### src/design/sss_regs.vh
// Behaviour
// - slave shifts and samples only on edges of the external serial clock.
// - last bit latched sets the transfer-done flag, bit 7 of flags register two.
// - slave keeps running in sleep; a received byte raises a wake request; here only with enables bit 7 set.
// - select-controlled slave mode only when control mode field bits 3:0 equal 04h.
// - select pin is an input only with its latch high and not driven low.
// - select low in select mode enables transfer and drives the data output.
// - select high floats the data output at once, even mid-byte; here only after the input filter delay.
// - select high in select mode resets the module and zeroes the bit counter.
// - clearing the port enable resets the module and its bit counter.
// - clock-edge select one needs select mode; otherwise the slave stays idle.
// - data output configured as input never drives the line.
// - data input is always an input and never drives.
`ifndef SSS_REGS_VH
`define SSS_REGS_VH

// ****************************************
// register offsets
// ****************************************
`define SSS_ADDR_FLAGS   8'h10
`define SSS_ADDR_ENABLES 8'h11
`define SSS_ADDR_CTRL    8'h14
`define SSS_ADDR_RXBUF   8'h15
`define SSS_ADDR_TXBUF   8'h16
`define SSS_ADDR_STATUS  8'h17
`define SSS_ADDR_PORT    8'h18

// ****************************************
// reset values and implemented flags mask
// ****************************************
`define SSS_RST_FLAGS    8'h02
`define SSS_RST_ENABLES  8'h00
`define SSS_RST_CTRL     8'h00
`define SSS_RST_PORT     8'h05
`define SSS_FLAGS_IMPL   8'hef

// ****************************************
// field positions
// ****************************************
`define SSS_BIT_DONE      7
`define SSS_CTRL_MODE_HI  3
`define SSS_CTRL_MODE_LO  0
`define SSS_BIT_IDLE_HIGH 4
`define SSS_BIT_ENABLE    5
`define SSS_BIT_EDGE_SEL  6
`define SSS_PORT_LATCH    0
`define SSS_PORT_DRIVE    1
`define SSS_PORT_SDO_IN   2

// ****************************************
// mode codes and timing
// ****************************************
`define SSS_MODE_SLV_SEL   4'h4
`define SSS_MODE_SLV_NOSEL 4'h5
`define SSS_SYNC_STAGES    3

`endif

### src/design/sss_top.v
// Implementation choice: the strobed register port.
`timescale 1ns/1ps
`default_nettype none
`include "sss_regs.vh"

// ****************************************
// serial port, slave side with select
// ****************************************
module sss_top (
	// clock and reset
	input  wire       ref_clk,
	input  wire       nrst,
	// register port
	input  wire [7:0] reg_addr,
	input  wire [7:0] reg_wdata,
	input  wire       reg_wr,
	input  wire       reg_rd,
	output reg  [7:0] reg_rdata_ff,
	// serial clock and data input
	input  wire       sck_i,
	input  wire       sdi_i,
	// serial data output pin
	output reg        sdo_o_ff,
	output wire       sdo_oe,
	// select pin, open drain
	input  wire       ss_n_i,
	output wire       ss_o,
	output wire       ss_oe,
	// interrupt and wake
	output wire       irq,
	output wire       wake_req
);

	// ****************************************
	// declarations
	// ****************************************
	reg  [7:0] flags_ff;
	reg  [7:0] enables_ff;
	reg  [7:0] ctrl_ff;
	reg  [7:0] port_ff;
	reg  [7:0] tx_buf_ff;
	reg  [7:0] rx_buf_ff;
	reg  [7:0] shift_ff;
	reg  [2:0] count_ff;
	reg        pending_ff;
	reg        hold_bit_ff;
	reg        sck_prev_ff;
	reg        byte_done_ff;
	reg  [7:0] nxt_shift;
	reg  [2:0] nxt_count;
	reg        nxt_pending;
	reg        nxt_hold_bit;
	reg        nxt_byte_done;
	reg  [7:0] nxt_rx_buf;
	reg  [7:0] nxt_rdata;
	reg  [7:0] nxt_flags;
	reg  [7:0] nxt_enables;
	reg  [7:0] nxt_ctrl;
	reg  [7:0] nxt_port;
	reg  [7:0] nxt_tx_buf;
	wire [2:0] pin_level;
	wire       sck_s;
	wire       sdi_s;
	wire       ss_n_s;
	wire [3:0] mode;
	wire       sel_mode;
	wire       nosel_mode;
	wire       unsupported;
	wire       port_on;
	wire       ss_is_input;
	wire       selected;
	wire       core_rst;
	wire       sck_rise;
	wire       sck_fall;
	wire       lead_edge;
	wire       trail_edge;
	wire       sample_edge;
	wire       shift_edge;
	wire       wr_tx;
	wire       busy;
	wire       wr_flags;
	wire       wr_enables;
	wire       wr_ctrl;
	wire       wr_port;
	wire [7:0] status_word;

	// ****************************************
	// helpers
	// ****************************************
	// decodes a one-hot write strobe for one register address
	function wr_hit;
		input       wr;
		input [7:0] addr;
		input [7:0] target;
		begin
			wr_hit = wr && (addr == target);
		end
	endfunction

	// ****************************************
	// pin filtering
	// ****************************************
	// sck, sdi and select come from the master's domain
	sss_sync #(
		.WIDTH (3)
	) u_sync (
		.ref_clk  (ref_clk),
		.nrst     (nrst),
		.async_i  ({ss_n_i, sdi_i, sck_i}),
		.level_ff (pin_level)
	);

	assign sck_s  = pin_level[0];
	assign sdi_s  = pin_level[1];
	assign ss_n_s = pin_level[2];

	// ****************************************
	// mode decode
	// ****************************************
	assign mode        = ctrl_ff[`SSS_CTRL_MODE_HI:`SSS_CTRL_MODE_LO];
	assign port_on     = ctrl_ff[`SSS_BIT_ENABLE];
	assign sel_mode    = (mode == `SSS_MODE_SLV_SEL);
	assign nosel_mode  = (mode == `SSS_MODE_SLV_NOSEL);
	// edge select one without select control is not a legal setup
	assign unsupported = nosel_mode && ctrl_ff[`SSS_BIT_EDGE_SEL];

	// select drives low only when latch is low and direction is out
	assign ss_o        = 1'b0;
	assign ss_oe       = port_ff[`SSS_PORT_DRIVE] && !port_ff[`SSS_PORT_LATCH];
	// with the latch low the pin is not a usable select input
	assign ss_is_input = port_ff[`SSS_PORT_LATCH] && !ss_oe;
	assign selected    = ss_is_input && !ss_n_s;

	// module held in reset: disabled, wrong mode, unsupported edge setup, or deselected
	assign core_rst = !port_on
		|| !(sel_mode || nosel_mode)
		|| unsupported
		|| (sel_mode && !selected);

	// ****************************************
	// serial clock edges
	// ****************************************
	// no clock of our own: every shift follows a master edge
	assign sck_rise   = sck_s && !sck_prev_ff;
	assign sck_fall   = !sck_s && sck_prev_ff;
	assign lead_edge  = ctrl_ff[`SSS_BIT_IDLE_HIGH] ? sck_fall : sck_rise;
	assign trail_edge = ctrl_ff[`SSS_BIT_IDLE_HIGH] ? sck_rise : sck_fall;
	// edge select picks which edge samples and which shifts
	assign sample_edge = ctrl_ff[`SSS_BIT_EDGE_SEL] ? trail_edge : lead_edge;
	assign shift_edge  = ctrl_ff[`SSS_BIT_EDGE_SEL] ? lead_edge : trail_edge;

	assign wr_tx = wr_hit(reg_wr, reg_addr, `SSS_ADDR_TXBUF);
	assign busy  = (count_ff != 3'h0) || pending_ff;

	assign wr_flags   = wr_hit(reg_wr, reg_addr, `SSS_ADDR_FLAGS);
	assign wr_enables = wr_hit(reg_wr, reg_addr, `SSS_ADDR_ENABLES);
	assign wr_ctrl    = wr_hit(reg_wr, reg_addr, `SSS_ADDR_CTRL);
	assign wr_port    = wr_hit(reg_wr, reg_addr, `SSS_ADDR_PORT);
	// status: bit count, unsupported, busy, selected, filtered select
	assign status_word = {1'b0, count_ff, unsupported, busy, selected, ss_n_s};

	// ****************************************
	// shift engine
	// ****************************************
	always @*
	begin
		nxt_shift     = shift_ff;
		nxt_count     = count_ff;
		nxt_pending   = pending_ff;
		nxt_hold_bit  = hold_bit_ff;
		nxt_byte_done = 1'b0;
		nxt_rx_buf    = rx_buf_ff;
		if (core_rst)
		begin
			// bit counter forced to zero, next byte preloaded
			nxt_count   = 3'h0;
			nxt_pending = 1'b0;
			nxt_shift   = wr_tx ? reg_wdata : tx_buf_ff;
		end
		else if (sample_edge)
		begin
			if (count_ff == 3'h7)
			begin
				// last bit latched: byte complete
				nxt_rx_buf    = {shift_ff[6:0], sdi_s};
				nxt_byte_done = 1'b1;
				nxt_count     = 3'h0;
				nxt_pending   = 1'b0;
				nxt_shift     = tx_buf_ff;
			end
			else
			begin
				nxt_hold_bit = sdi_s;
				nxt_count    = count_ff + 3'h1;
				nxt_pending  = 1'b1;
			end
		end
		else if (shift_edge && pending_ff)
		begin
			// msb first: out at the top, in at the bottom
			nxt_shift   = {shift_ff[6:0], hold_bit_ff};
			nxt_pending = 1'b0;
		end
		else if (wr_tx && !busy)
		begin
			nxt_shift = reg_wdata;
		end
	end

	// ****************************************
	// flags, set wins over clear
	// ****************************************
	always @*
	begin
		nxt_flags = flags_ff;
		if (wr_flags)
			nxt_flags = flags_ff & ~reg_wdata;
		if (byte_done_ff)
			nxt_flags[`SSS_BIT_DONE] = 1'b1;
		nxt_flags = nxt_flags & `SSS_FLAGS_IMPL;
	end

	// ****************************************
	// read mux
	// ****************************************
	always @*
	begin
		nxt_rdata = 8'h00;
		if (reg_rd)
		begin
			case (reg_addr)
				`SSS_ADDR_FLAGS:   nxt_rdata = flags_ff;
				`SSS_ADDR_ENABLES: nxt_rdata = enables_ff;
				`SSS_ADDR_CTRL:    nxt_rdata = ctrl_ff;
				`SSS_ADDR_RXBUF:   nxt_rdata = rx_buf_ff;
				`SSS_ADDR_TXBUF:   nxt_rdata = tx_buf_ff;
				`SSS_ADDR_STATUS:  nxt_rdata = status_word;
				`SSS_ADDR_PORT:    nxt_rdata = port_ff;
				default:           nxt_rdata = 8'h00;
			endcase
		end
	end

	// ****************************************
	// register writes
	// ****************************************
	always @*
	begin
		nxt_enables = enables_ff;
		nxt_ctrl    = ctrl_ff;
		nxt_port    = port_ff;
		nxt_tx_buf  = tx_buf_ff;
		if (wr_enables)
			nxt_enables = reg_wdata & `SSS_FLAGS_IMPL;
		if (wr_ctrl)
			nxt_ctrl = reg_wdata;
		// only three port bits exist, the rest read back as zero
		if (wr_port)
			nxt_port = {5'h00, reg_wdata[2:0]};
		if (wr_tx)
			nxt_tx_buf = reg_wdata;
	end

	// ****************************************
	// configuration registers
	// ****************************************
	always @(posedge ref_clk or negedge nrst)
	begin
		if (!nrst)
		begin
			flags_ff   <= `SSS_RST_FLAGS;
			enables_ff <= `SSS_RST_ENABLES;
			ctrl_ff    <= `SSS_RST_CTRL;
			port_ff    <= `SSS_RST_PORT;
			tx_buf_ff  <= 8'h00;
		end
		else
		begin
			flags_ff   <= nxt_flags;
			enables_ff <= nxt_enables;
			ctrl_ff    <= nxt_ctrl;
			port_ff    <= nxt_port;
			tx_buf_ff  <= nxt_tx_buf;
		end
	end

	// ****************************************
	// shift engine registers
	// ****************************************
	// edge history resets to the filter's reset level, no edge at release
	always @(posedge ref_clk or negedge nrst)
	begin
		if (!nrst)
		begin
			rx_buf_ff    <= 8'h00;
			shift_ff     <= 8'h00;
			count_ff     <= 3'h0;
			pending_ff   <= 1'b0;
			hold_bit_ff  <= 1'b0;
			sck_prev_ff  <= 1'b1;
			byte_done_ff <= 1'b0;
			sdo_o_ff     <= 1'b0;
		end
		else
		begin
			rx_buf_ff    <= nxt_rx_buf;
			shift_ff     <= nxt_shift;
			count_ff     <= nxt_count;
			pending_ff   <= nxt_pending;
			hold_bit_ff  <= nxt_hold_bit;
			sck_prev_ff  <= sck_s;
			byte_done_ff <= nxt_byte_done;
			sdo_o_ff     <= nxt_shift[7];
		end
	end

	// ****************************************
	// read data
	// ****************************************
	// zero outside the answer cycle, so stale data never leaks
	always @(posedge ref_clk or negedge nrst)
	begin
		if (!nrst)
			reg_rdata_ff <= 8'h00;
		else
			reg_rdata_ff <= nxt_rdata;
	end

	// ****************************************
	// pin drive and interrupt
	// ****************************************
	// output enable follows the filtered select directly, so a
	// deselect floats the line within the filter delay, mid-byte too
	assign sdo_oe = !core_rst
		&& !port_ff[`SSS_PORT_SDO_IN];
	// sdi has no driver here at all, so it can share a wire with sdo

	assign irq = |(flags_ff & enables_ff);
	// runs from ref_clk, which is kept alive while the core sleeps
	assign wake_req = flags_ff[`SSS_BIT_DONE]
		&& enables_ff[`SSS_BIT_DONE];

endmodule

`default_nettype wire

### src/design/sss_sync.v
`timescale 1ns/1ps
`default_nettype none

// ****************************************
// three-stage input filter
// ****************************************
// a change is taken only once stages two and three agree, which
// drops single-stage metastable glitches at the cost of one cycle
module sss_sync #(
	parameter WIDTH = 3
) (
	// clock and reset
	input  wire             ref_clk,
	input  wire             nrst,
	// raw and filtered levels
	input  wire [WIDTH-1:0] async_i,
	output reg  [WIDTH-1:0] level_ff
);

	reg [WIDTH-1:0] s1_ff;
	reg [WIDTH-1:0] s2_ff;
	reg [WIDTH-1:0] s3_ff;
	reg [WIDTH-1:0] nxt_level;
	integer         i;

	always @*
	begin
		nxt_level = level_ff;
		for (i = 0; i < WIDTH; i = i + 1)
		begin
			if (s2_ff[i] == s3_ff[i])
				nxt_level[i] = s3_ff[i];
		end
	end

	always @(posedge ref_clk or negedge nrst)
	begin
		if (!nrst)
		begin
			s1_ff    <= {WIDTH{1'b1}};
			s2_ff    <= {WIDTH{1'b1}};
			s3_ff    <= {WIDTH{1'b1}};
			level_ff <= {WIDTH{1'b1}};
		end
		else
		begin
			s1_ff    <= async_i;
			s2_ff    <= s1_ff;
			s3_ff    <= s2_ff;
			level_ff <= nxt_level;
		end
	end

endmodule

`default_nettype wire

### config.mk
export PLATFORM = sky130hd
export DESIGN_NAME = sss_top
export DESIGN_NICKNAME = d
export VERILOG_FILES = /design/src/design/sss_top.v /design/src/design/sss_sync.v
export VERILOG_INCLUDE_DIRS = /design/src /design/src/design
export SDC_FILE = /design/constraint.sdc
export NUM_CORES = 1
export LEC_CHECK = 0
export BUFFER_PORTS_ARGS = -buffer_cell sky130_fd_sc_hd__buf_2
export CAP_MARGIN = 10
export CORE_ASPECT_RATIO = 0.75
export CORE_UTILIZATION = 39
export DETAILED_ROUTE_END_ITERATION = 8
export HOLD_SLACK_MARGIN = 0.02
export PLACE_DENSITY_LB_ADDON = 0.1
export SYNTH_ARGS = -nofsm -noshare
export SYNTH_HDL_FRONTEND = slang
export SYNTH_HIERARCHICAL = 1
export SYNTH_SLANG_ARGS = --single-unit
export TNS_END_PERCENT = 30
### constraint.sdc
create_clock -name ref_clk -period 5.3 [get_ports ref_clk]
set_clock_uncertainty 0.1 [all_clocks]
set_input_delay 0 -clock ref_clk [delete_from_list [all_inputs] [get_ports ref_clk]]
set_output_delay 0 -clock ref_clk [all_outputs]
set_load 0.005 [all_outputs]
* Word-level counts from Yosys, hierarchy flattened *
Cells that the tools add are included.

word-level totals
  flip-flop bits (word level) = 76
  bits of input ports = 23
  output and inout port bits = 14
  word-level logic and storage cells = 106

operators by class
  add/sub/neg operators = 1
  equal/unequal tests = 14
  mux-type cells = 24
  bitwise logic cells = 5
  reduce and logical (&&, ||, !) cells = 41

operators by type and width
  kind                 count
  $mux 8               8
  $eq 8x5->1 const B   7
  $pmux 8 s7           1
  $and 8x8->8          2
  $logic_and 1x1->1    16
  $mux 1               12
  $logic_not 1->1      11
  $mux 3               3
  $eq 4x3->1 const B   2
  $not 8->8            1
  $reduce_or 8->1      1
  $reduce_and 3->1     2
  $reduce_bool 3->1    2
  $logic_or 1x1->1     5
  $reduce_bool 2->1    2
  $reduce_bool 4->1    1
  $add 3x1->3 const B  1
  $eq 1x1->1           3
  $eq 3x3->1 const B   1
  $ne 3x2->1 const B   1
  $not 1->1            2
  $reduce_and 2->1     1

* Depth between registers and ports, before layout *
Gate-level depths: netlist of run 1.

  depth after elaboration = 10
  depth in mapped cells = 7
  gate-level depth less buffers = 7

* Cells and area by module *
Netlist of run 1, hierarchy kept.

modules (own cells, without submodules)
  module    times used  cells each  area each (sq um)  sequential area each (sq um)
  sss_top   1           259         3215.6             1606.5
  sss_sync  1           15          349.1              315.3

* Worst setup path after synthesis of run 1 *
OpenSTA, ideal clock, no wires.

  path kind = register -> register
  start = register port_ff[0]
  end = register shift_ff[0]
  setup time = 0.079 ns
  arrival time = 1.903 ns
  data required time = 5.121 ns
  setup slack = 3.217 ns
  cell stages (with the launch flop) = 7
  path buffers = 1
  period minus slack after synthesis = 2.083 ns
  cells stage by stage = dfstp_2 -> nor3b_1 -> o211a_1 -> buf_2 -> mux2i_1 -> o221ai_1 -> mux2i_1

between the ends
  cells in the longest elaborated chain, start to end = 10
  elaborated cells between the ends (all ways) = 12
  classes of those cells = 1 x eq/ne; 1 x mux; 10 x reduce/logical

RTL lines
  item                                                              line           RTL
  from (decl)                                                       sss_top.v:40   reg [7:0] port_ff;
  from (signal assigned)                                            sss_top.v:274  port_ff <= `SSS_RST_PORT;
  from (signal assigned)                                            sss_top.v:282  port_ff <= nxt_port;
  $logic_not 1->1                                                   sss_top.v:129  assign ss_oe = port_ff[`SSS_PORT_DRIVE] && !port_ff[`SSS_PORT_LATCH];
  $logic_and 1x1->1                                                 sss_top.v:129
  $logic_not 1->1                                                   sss_top.v:131  assign ss_is_input = port_ff[`SSS_PORT_LATCH] && !ss_oe;
  $logic_and 1x1->1 *                                               sss_top.v:131
  $logic_and 1x1->1 *                                               sss_top.v:132  assign selected = ss_is_input && !ss_n_s;
  $logic_not 1->1 *                                                 sss_top.v:138  || (sel_mode && !selected);
  $logic_and 1x1->1 *                                               sss_top.v:138
  $logic_or 1x1->1 *                                                sss_top.v:138
  $ne 3x2->1 (no line) / $reduce_bool 4->1 (equally long branches)  -
  $reduce_and 2->1 (no line)                                        -
  to (signal assigned)                                              sss_top.v:307  shift_ff <= nxt_shift;
  to (decl)                                                         sss_top.v:43   reg [7:0] shift_ff;

Every way passes the cells marked *; elsewhere a longest branch is shown, timed or not.
A chain may end at the register's enable or synchronous reset.

* Worst setup path in the final report of run 1 *
  start = register port_ff[0]
  end = register shift_ff[2]

Same word-level chain as after synthesis.

==> out/results.env, run 1 <==
PLACEMENTROWS=29
PLACE_HPWL_MM=6.08
WORST-SLEW-PIN-TRANSITION_NS=0.964
IO_PINS=37
POST_SYNTH_INSTANCE_AREA_UM2=3560
PATH_DELAY_FAMILY='multiplexers'
OVERFLOW=0
P_TOTAL_uW=1280
CTS.CLK_SLEW.WORST_PATHS_NS=0.06
MAXSLEWVIOLCOUNT=0
HOLD_CRIT_PATH_TYPE='input port to register'
YOSYS_MOST_USED_DFF='dfrtp_1'
POSTSYNTHREGISTERBITS=76
VIA_PER_INST=5.68
GR_USAGE_TOTAL=0.200
DETAIL_ROUTE.WIRELENGTH_MM=8.66
DRC_ERRORS=0
CRITICAL_PATH_PEAK_FANOUT=11
SYNTH_TOP_CELL_AREA_SHARE=0.421
SYN_AVG_CELL_AREA_UM2=13.0
WORST-ENDPOINT-ARRIVAL_NS=2.81
DESIGN.CORE.AREA_UM2=8670
P_CLK_FRAC=0.446
P_SWITCHING_uW=308
SETUP.WORST_PATH.START_CLASS='register'
AVGROUTEDWIREPERCELL_UM=19.8
GRT_FIRST_PASS_WIRELENGTH_MM=13.9
ENDPOINT_KIND='register'
DIEAREA_UM2=9530
FINALSETUPVIOLATIONS=0
POWER_SWITCHING_SHARE=0.241
CTS-ROOT-BUF='clkbuf_16'
TIMING.CRITICAL_PATH.SLOWEST_CELL_DELAY_NS=0.67
CTS-HOLD-FIX-BUFFERS=12
RSZ_0062_RAISED_AFTER_GLOBAL_ROUTING='false'
DRTITER0DRC=165
DRT_PRE_ANTENNA_ITERS=4
IO_BUFFER_COUNT=35
CLK-INSERTION-DELAY-LATE_NS=0.34
NUM-FILL-CELLS=803
DIE_HEIGHT_UM=84.8
SYNTH-EDFF-COUNT=0
MAXCLOCKFREQUENCY_MHz=376
CTS_RESIZED=0
COMB_POWER_SHARE=0.068
MAX_CAP_VIOLATIONS=0
SYNTH-SEQ-AREA-SHARE=0.539
YOSYSTOPAREACELL='dfrtp_1'
GRT_MAX_DEGREE=77
LAYOUT_MIN_CYCLE_TIME_NS=2.66
CRITICAL-PATH-TOP-CELL-BY-COUNT='mux2i_1'
SHARE_SEQ_OF_TOTAL_POWER=0.486
NUM_VIAS=2488
WORSTPATHBUFFERINVERTERCOUNT=0
P_LEAK_uW=0.00191
WORST-SETUP-PATH-TYPE='register to register'
CTS_TREE='yes'
PERIOD_SHARE=0.501
DRTANTENNAVIOLNETS=0
ASYNC_RESET_FF_FRAC=1.00
ENDPOINT_REQUIRED_TIME_ON_THE_CRITICAL_PATH_NS=5.46
SETUP_TOTAL_NEGATIVE_SLACK_NS=0
GRT_PASS1_VIAS=2479
LAYOUT-DRIVE-GT1-SHARE=0.364
NUM_ANTENNA_CELLS=0
SYNTHESIS.YOSYS.WARNINGS=6
REPORT.FINAL.HOLD_VIOL_COUNT=0
NNETSFINAL=351
SYNTHESIS.INSTANCES=274
CTS-HTREE-LEVELS=3
AREA_DELTA_SYNTH_FINAL_PCT=18.7
GP_CONGESTION=0.762
SYNTH.NET_COUNT=300
TRITONCTS_NUM_SINKS=76
POSTLAYOUTCOREUTIL=0.488
POWER_DENSITY_nW_PER_UM2=302
INITIAL_CORE_UTIL=0.411
MAX_SLEW_MARGIN=0.358
VDD.IR_DROP.WORST_V=0.000143
POSTCTSSETUPREPAIRBUFS=0
SYNTH.DISTINCT_CELLS=53
WORSTPATHCELLLIST='nor3b_1 > o211a_1 > mux2i_1 > o221ai_1 > mux2i_1'
POST-SYNTH-TOP-COUNT-CELL='dfrtp_1'
GRT_ANTENNA_BEFORE_REPAIR=0
DIE_OUTLINE_WIDTH_UM=112
SYNTH_TOP_CELLS_BY_COUNT='dfrtp_1 (60), mux2_2 (38), dfstp_2 (16), inv_1 (14), mux2i_1 (14)'
YOSYS-TOP-CELLS-AREA='dfrtp_1 (42%), mux2_2 (12%), dfstp_2 (12%)'
STATUS='finished, final reports clean'
CRIT_PATH_TOP_DELAY_CELL='mux2i_1'
CLOCKBUFFERDEPTH=2
CTS-BUFFERS-INSERTED=9
P_INT_uW=972
-- routing by layer --
layer / share of wire / routed length (um) / track usage
met1: 0.53 / 4600 / 0.306
met2: 0.41 / 3540 / 0.274
met5: 0 / 0 / 0
met3: 0.050 / 430 / 0.0520
met4: 0.010 / 87 / 0.0594
-- stage by stage --
stage	area [um2]	std cells	worst slack [ns]	hold slack, ns
floorplan	3560	274	3.22	-0.396
global placement	3830	410	2.72	0.00538
detailed placement	3830	410	2.58	0.00614
CTS	4230	438	2.65	0.0689
global route	4230	438	2.47	0.0965
finish	4230	438	2.64	0.0885
-- flip-flops by register name, indices dropped and copies added (netlist names) --
register	flops
byte_done_ff	1
count_ff	3
ctrl_ff	8
enables_ff	7
flags_ff	7
hold_bit_ff	1
pending_ff	1
port_ff	3
reg_rdata_ff	8
rx_buf_ff	8
sck_prev_ff	1
shift_ff	8
tx_buf_ff	8
u_sync/level_ff	3
u_sync/s1_ff	3
u_sync/s2_ff	3
u_sync/s3_ff	3
-- power by group through the flow --
stage,registers (uW),clock network (uW),logic [uW]
5_1_grt,625,608,96.5
3_3_place_gp,632,0,80.5
6_report,622,570,87.5
2_1_floorplan,626,0,44.0
4_1_cts,622,583,88.4
3_5_place_dp,632,0,80.9
-- final timing paths --
kind	startpoint	end	slack [ns]	cells past startpoint
min in group asynchronous	nrst	shift_ff[5]	0.24	2
min reg2reg	u_sync/s1_ff[2]	u_sync/s2_ff[2]	0.26	0
min	reg_wr	enables_ff[6]	0.09	3
max reg2reg	port_ff[0]	shift_ff[2]	2.64	5
max in group asynchronous	nrst	reg_rdata_ff[1]	4.21	2
max	port_ff[0]	shift_ff[2]	2.64	5
-- layout by cell type, fill, tap and decap left out, types with 4 or more instances in the layout --
cell and n:
a21boi_0 6, a21oi_1 6, a22o_1 5, a22oi_1 12, buf_2 34, clkbuf_16 9
dfrtp_1 60, dfstp_2 16, dlygate4sd3_1 12, inv_1 14, mux2_2 38, mux2i_1 14
nand2_1 8, nand3b_1 4, nand4_1 8, nor2_1 12, nor2b_1 4, o221ai_1 8
-- logic make-up after synthesis --
logic type | synth area share
flip-flops | 0.539
AND/OR/NAND/NOR | 0.109
multiplexers | 0.179
AO/OA/AOI/OAI | 0.113
buffers and inverters | 0.0291
adder cells (fa/ha/maj) | 0.0200
XOR/XNOR | 0.00913
other | 0.00105
-- area by class of cell --
| class | count | area, um2 | area share |
|---|---|---|---|
| sequential | 76 | 1920 | 0.454 |
| clock inverter | 6 | 40.0 | 0.00946 |
| inverter | 14 | 52.6 | 0.0124 |
| multi-input combinational | 176 | 1540 | 0.364 |
| clock buffer | 10 | 239 | 0.0565 |
| timing repair buffer | 48 | 305 | 0.0721 |
| tap | 108 | 135 | 0.0319 |
-- worst min-delay path, delay by kind of cell --
family	cells	cell delay (ns)
multiplexers	1	0.19
AND/OR/NAND/NOR	1	0.18
buffers and inverters	1	0.13
No activity file was read; power rests on OpenSTA's default activity.
==> inputs of run 2 (changes only) <==
- ABC_AREA: default -> 1
- clock period: 5.3 -> 2.6 ns (I/O delays scaled with it)
==> run 2 against run 1 <==
Clock-buffer cell count grew 2. Routed wire length grew 17%. Synthesized cell count is 79% higher. Cell count is 55% higher. Register-to-register slack worse by 2.1 ns. Global-route usage grew 0.87 points. Critical path type unchanged. Critical path depth is 4 higher. Total power rose by 120%. Cell area is 10% higher. Clock power rose by 120%. First-iteration DRC count rose by 43%. Sequential cell count stayed put.
==> out/results.env, run 2 <==
DIEAREA_UM2=10400
LAYOUT.CELLS.MOST_COMMON='nand2_1'
CLOCKBUFFERDEPTH=2
CRITICAL_PATH_PEAK_FANOUT=10
DRTITER0DRC=236
CTS.CLK_SLEW.WORST_PATHS_NS=0.06
SETUP_TOTAL_NEGATIVE_SLACK_NS=0
IO_PINS=37
SYNTHESIS.INSTANCES=490
DIE_OUTLINE_WIDTH_UM=118
SYN_AVG_CELL_AREA_UM2=7.98
LAYOUT.CELLS.MOST_COMMON_LIST='nand2_1 (143), inv_1 (71), dfrtp_1 (60)'
GRT_MAX_DEGREE=77
TIMING.CRITICAL_PATH.SLOWEST_CELL_DELAY_NS=0.55
POSTLAYOUTCOREUTIL=0.480
LAYOUTNONFILLERINSTCOUNT=680
P_INT_uW=2110
SYNTHESIS.YOSYS.WARNINGS=6
CRIT_PATH_TOP_DELAY_CELL='dfstp_2'
POWER_DENSITY_nW_PER_UM2=594
P_LEAK_uW=0.00245
PLACEMENTROWS=31
LAYOUT-DRIVE-GT1-SHARE=0.175
POWER_SWITCHING_SHARE=0.238
VDD.IR_DROP.WORST_V=0.000320
WORST-ENDPOINT-ARRIVAL_NS=2.27
AREA_DELTA_SYNTH_FINAL_PCT=19.0
INITIAL_CORE_UTIL=0.403
P_SWITCHING_uW=658
SYNTH.DISTINCT_CELLS=37
ASYNC_RESET_FF_FRAC=1.00
SYNTH-EDFF-COUNT=0
DRC_ERRORS=0
FINALSETUPVIOLATIONS=0
GRT_PASS1_VIAS=3117
LAYOUT_MIN_CYCLE_TIME_NS=2.09
DETAIL_ROUTE.WIRELENGTH_MM=10.1
DESIGN.CORE.AREA_UM2=9700
HOLD_CRIT_PATH_TYPE='input port to register'
NUM_ANTENNA_CELLS=0
OVERFLOW=0
CTS-ROOT-BUF='clkbuf_16'
YOSYS-TOP-CELLS-AREA='dfrtp_1 (38%), nand2_1 (14%), dfstp_2 (11%)'
DRTANTENNAVIOLNETS=0
CRITICAL-PATH-TOP-CELL-BY-COUNT='nand2_1'
REPORT.FINAL.HOLD_VIOL_COUNT=0
PLACE_HPWL_MM=7.53
YOSYSTOPAREACELL='dfrtp_1'
WORSTPATHCELLLIST='nand2_1 > nand2_1 > nand3_1 > buf_4 > nor2_8 > inv_4 > o21ai_4 > nand2_1 > nand2_1'
TRITONCTS_NUM_SINKS=76
P_CLK_FRAC=0.459
MAX_CAP_VIOLATIONS=0
SETUP.WORST_PATH.START_CLASS='register'
CTS-HTREE-LEVELS=3
POST_SYNTH_INSTANCE_AREA_UM2=3910
CTS-BUFFERS-INSERTED=9
RSZ_0062_RAISED_AFTER_GLOBAL_ROUTING='false'
CLK-INSERTION-DELAY-LATE_NS=0.34
IO_BUFFER_COUNT=35
GP_CONGESTION=0.863
SYNTH-SEQ-AREA-SHARE=0.491
WORST-SETUP-PATH-TYPE='register to register'
MAXCLOCKFREQUENCY_MHz=478
CTS_TREE='yes'
WORST-SLEW-PIN-TRANSITION_NS=0.952
GRT_ANTENNA_BEFORE_REPAIR=0
PATH_DELAY_FAMILY='simple AND/OR/NAND/NOR gates'
SYNTH.NET_COUNT=516
DPL.CELL_COUNT=650
POST-SYNTH-TOP-COUNT-CELL='nand2_1'
NUM-FILL-CELLS=957
DIE_HEIGHT_UM=88.7
DRT_PRE_ANTENNA_ITERS=5
ENDPOINT_REQUIRED_TIME_ON_THE_CRITICAL_PATH_NS=2.78
COMB_POWER_SHARE=0.079
YOSYS_MOST_USED_DFF='dfrtp_1'
SHARE_SEQ_OF_TOTAL_POWER=0.462
WORSTPATHBUFFERINVERTERCOUNT=2
GRT_FIRST_PASS_WIRELENGTH_MM=16.4
POSTSYNTHREGISTERBITS=76
AVGROUTEDWIREPERCELL_UM=14.9
PERIOD_SHARE=0.805
SYNTH_TOP_CELL_AREA_SHARE=0.384
CTS_RESIZED=0
NNETSFINAL=569
ENDPOINT_KIND='register'
SYNTH_TOP_CELLS_BY_COUNT='nand2_1 (143), inv_1 (71), dfrtp_1 (60), nand3_1 (42), nor2_1 (30)'
NUM_VIAS=3342
VIA_PER_INST=4.91
MAXSLEWVIOLCOUNT=0
STATUS='finished, final reports clean'
MAX_SLEW_MARGIN=0.365
GR_USAGE_TOTAL=0.209
run 2: final cells by class:
type                            instances  area, um2  area share
Clock buffer                           12        256      0.0551
Inverter                               79        299      0.0642
Multi-Input combinational cell        326       1630       0.351
Tap cell                              132        165      0.0355
Sequential cell                        76       1920       0.413
Timing Repair Buffer                   51        333      0.0715
Clock inverter                          4       47.5      0.0102
run 2: logic make-up after synthesis:
family / synth area share
adder cells (fa/ha/maj): 0.00960
other: 0.000959
buffers and inverters: 0.0912
flip-flops: 0.491
AND/OR/NAND/NOR: 0.318
AO/OA/AOI/OAI: 0.0886
run 2: repair_timing:
item,CTS,global route
hold endpoints to repair,99,0
setup endpoints to repair,0,0
hold buffers,14,0
buffers inserted,0,0
run 2: stage by stage:
stage / setup slack [ns] / area [um2] / hold slack [ns] / total power, uW
after floorplan: 0.919 / 3910 / -0.396 / 1400
after global placement: 0.624 / 4210 / 0.00539 / 1500
after detailed placement: 0.542 / 4210 / 0.00723 / 1500
after CTS: 0.517 / 4660 / 0.0393 / 2800
after global routing: 0.390 / 4660 / 0.0773 / 2880
final: 0.507 / 4660 / 0.0527 / 2760
run 2: routing by layer:
layer  track usage  up-vias  wire (um)
li1              -     1666          -
met1         0.303     1579       5160
met2         0.302       92       4130
met3        0.0631        5        741
met4        0.0536        0         66
met5             0        -          0
run 2: power groups by stage:
| stage | clock (uW) | sequential (uW) | combinational, uW |
|---|---|---|---|
| 2_1_floorplan | 0 | 1280 | 118 |
| 3_3_place_gp | 0 | 1290 | 202 |
| 3_5_place_dp | 0 | 1300 | 203 |
| 4_1_cts | 1310 | 1280 | 220 |
| 5_1_grt | 1350 | 1280 | 248 |
| 6_report | 1270 | 1280 | 217 |
run 2: worst paths after layout:
check / startpoint / endpoint / slack (ns) / cells after the start
setup / recovery: port_ff[0] / shift_ff[4] / 0.51 / 9
hold / removal: reg_addr[3] / flags_ff[7] / 0.05 / 5
setup reg to reg: port_ff[0] / shift_ff[4] / 0.51 / 9
hold reg to reg: u_sync/s1_ff[0] / u_sync/s2_ff[0] / 0.26 / 0
max in group asynchronous: nrst / tx_buf_ff[5] / 1.52 / 2
min in group asynchronous: nrst / flags_ff[0] / 0.23 / 2
run 2: worst min-delay path: cells and delay by family:
kind | cells | cell delay [ns]
simple gates | 2 | 0.17
buf+inv | 2 | 0.14
compound gates | 1 | 0.14
==> inputs of run 3 (changes only) <==
- clock period: 2.6 -> 2.2 ns (I/O delays scaled with it)
==> run 3 against run 2 <==
Combinational power up 19%. Total power up 18%. Cell count up 0.29%. Cell area up 0.32%. Critical path depth down 3. Worst hold slack worse by 0.016 ns. Critical path type is now register to primary output. Critical endpoint is now sdo_oe. Largest cell class unchanged. Highest routed layer unchanged.
==> out/results.env, run 3 (synthesis results as in run 2) <==
CRITICAL_PATH_PEAK_FANOUT=9
WORSTREGTOREGCELLS=8
ENDPOINT_KIND='primary output'
MAXCLOCKFREQUENCY_MHz=511
LAYOUT-DRIVE-GT1-SHARE=0.176
WORST-ENDPOINT-ARRIVAL_NS=1.86
CTS-HOLD-FIX-BUFFERS=14
CLK-INSERTION-DELAY-LATE_NS=0.33
LAYOUT_MIN_CYCLE_TIME_NS=1.96
WORST_SETUP_PATH_STARTPOINT='port_ff[0]'
WORST-SETUP-PATH-TYPE='register to primary output'
DRTANTENNAVIOLNETS=0
DIEAREA_UM2=10400
CTS-ROOT-BUF='clkbuf_16'
TIMING.RR.END='shift_ff[6]'
CRITICAL_PATH_DESTINATION='sdo_oe'
LAYOUT.CELLS.MOST_COMMON_LIST='nand2_1 (143), inv_1 (71), dfrtp_1 (60)'
LAYOUT.CELLS.MOST_COMMON='nand2_1'
CTS_RESIZED=0
DRT_PRE_ANTENNA_ITERS=5
CTS.CLK_SLEW.WORST_PATHS_NS=0.06
PLACE_HPWL_MM=7.53
DRC_ERRORS=0
NUM_VIAS=3360
PLACED_INSTANCE_AREA_UM2=4230
OVERFLOW=0
PLACEMENTROWS=31
CTS-HTREE-LEVELS=3
STATUS='finished, final reports clean'
RSZ_0062_RAISED_AFTER_GLOBAL_ROUTING='false'
VDD.IR_DROP.WORST_V=0.000407
PERIOD_SHARE=0.890
GP_CONGESTION=0.884
FINALSETUPVIOLATIONS=0
STDCELL_AREA_UM2=4670
SETUP.WORST_PATH.START_CLASS='register'
DETAIL_ROUTE.WIRELENGTH_MM=10.0
HOLD_CRIT_PATH_TYPE='input port to register'
ENDPOINT_REQUIRED_TIME_ON_THE_CRITICAL_PATH_NS=2.10
POWER_DENSITY_nW_PER_UM2=699
GRT_MAX_DEGREE=77
CTS_TREE='yes'
P_LEAK_uW=0.00246
IO_PINS=37
MAX_SLEW_MARGIN=0.357
DESIGN.CORE.AREA_UM2=9700
POSTCTSSETUPREPAIRBUFS=0
NNETSFINAL=571
DIE_HEIGHT_UM=88.7
GRT_PASS1_VIAS=3230
AREA_DELTA_SYNTH_FINAL_PCT=19.4
IO_BUFFER_COUNT=35
REPORT.FINAL.HOLD_VIOL_COUNT=0
MAX_CAP_VIOLATIONS=0
MAXSLEWVIOLCOUNT=0
GRT_FIRST_PASS_WIRELENGTH_MM=16.8
DIE_OUTLINE_WIDTH_UM=118
AVGROUTEDWIREPERCELL_UM=14.7
INITIAL_CORE_UTIL=0.403
CTS-BUFFERS-INSERTED=9
TRITONCTS_NUM_SINKS=76
DRTITER0DRC=250
GRT_ANTENNA_BEFORE_REPAIR=0
R2R_START='port_ff[0]'
SETUP_TOTAL_NEGATIVE_SLACK_NS=0
VIA_PER_INST=4.93
NUM_ANTENNA_CELLS=0
GR_USAGE_TOTAL=0.212
CLOCKBUFFERDEPTH=2
TIMING.REG2REG.SETUP_SLACK_NS=0.30
WORST-SLEW-PIN-TRANSITION_NS=0.964
[run 3: cell types whose count changed in the layout (fill, tap and decap cells not counted)]
| cell | previous run | this run |
|---|---|---|
| clkbuf_1 | 1 | 2 |
| clkinvlp_4 | 1 | 0 |
| clkinv_2 | 2 | 1 |
| inv_6 | 0 | 1 |
| buf_4 | 3 | 5 |
[run 3: worst min-delay path by stage]
| stage | startpoint | end | slack (ns) | depth (start not counted) |
|---|---|---|---|---|
| after global placement | sdi_i | u_sync/s1_ff[1] | 0.007 | 1 |
| after global routing | reg_addr[3] | flags_ff[7] | 0.07 | 5 |
| after CTS | reg_addr[3] | flags_ff[7] | 0.02 | 5 |
| after detailed placement | sdi_i | u_sync/s1_ff[1] | 0.006 | 1 |
| final | reg_addr[3] | flags_ff[7] | 0.04 | 5 |
| after floorplan | nrst | byte_done_ff | -0.40 | 0 |
[run 3: power by group]
part	switching (uW)	internal (uW)	total [uW]
clock network	556	943	1500
logic	172	87.4	259
registers	41.5	1470	1510
total	769	2500	3270
[run 3: through the flow]
step           hold slack, ns  instances  total power, uW  utilization  setup slack [ns]
4_1_cts                0.0223        682             3300        0.482             0.252
6_report               0.0365        682             3270        0.482             0.243
3_5_place_dp          0.00640        652             1770        0.436             0.320
2_1_floorplan          -0.396        490             1660            -             0.519
5_1_grt                0.0740        682             3410        0.482             0.150
3_3_place_gp          0.00652        652             1770        0.436             0.363
[run 3: area by class of cell]
type	count	area, um2
fillers	990	5030
flip-flops and latches	76	1920
multi-input cells	326	1630
repair buffers	53	348
inverters	79	299
clock buffers	13	260
well taps	132	165
clock inverters	3	43.8
[run 3: worst max-delay path, cell delays in order, from the launching register on]
cell	delay [ns]
dfstp_2	0.56
nand2_1	0.10
nand2_1	0.08
nand3_1	0.24
buf_4	0.27
nor2_1	0.13
buf_2	0.14
[run 3: layer usage]
layer	GRT usage	wire (um)
met5	0	0
met4	0.0629	116
met3	0.0586	581
met2	0.307	4100
met1	0.309	5200
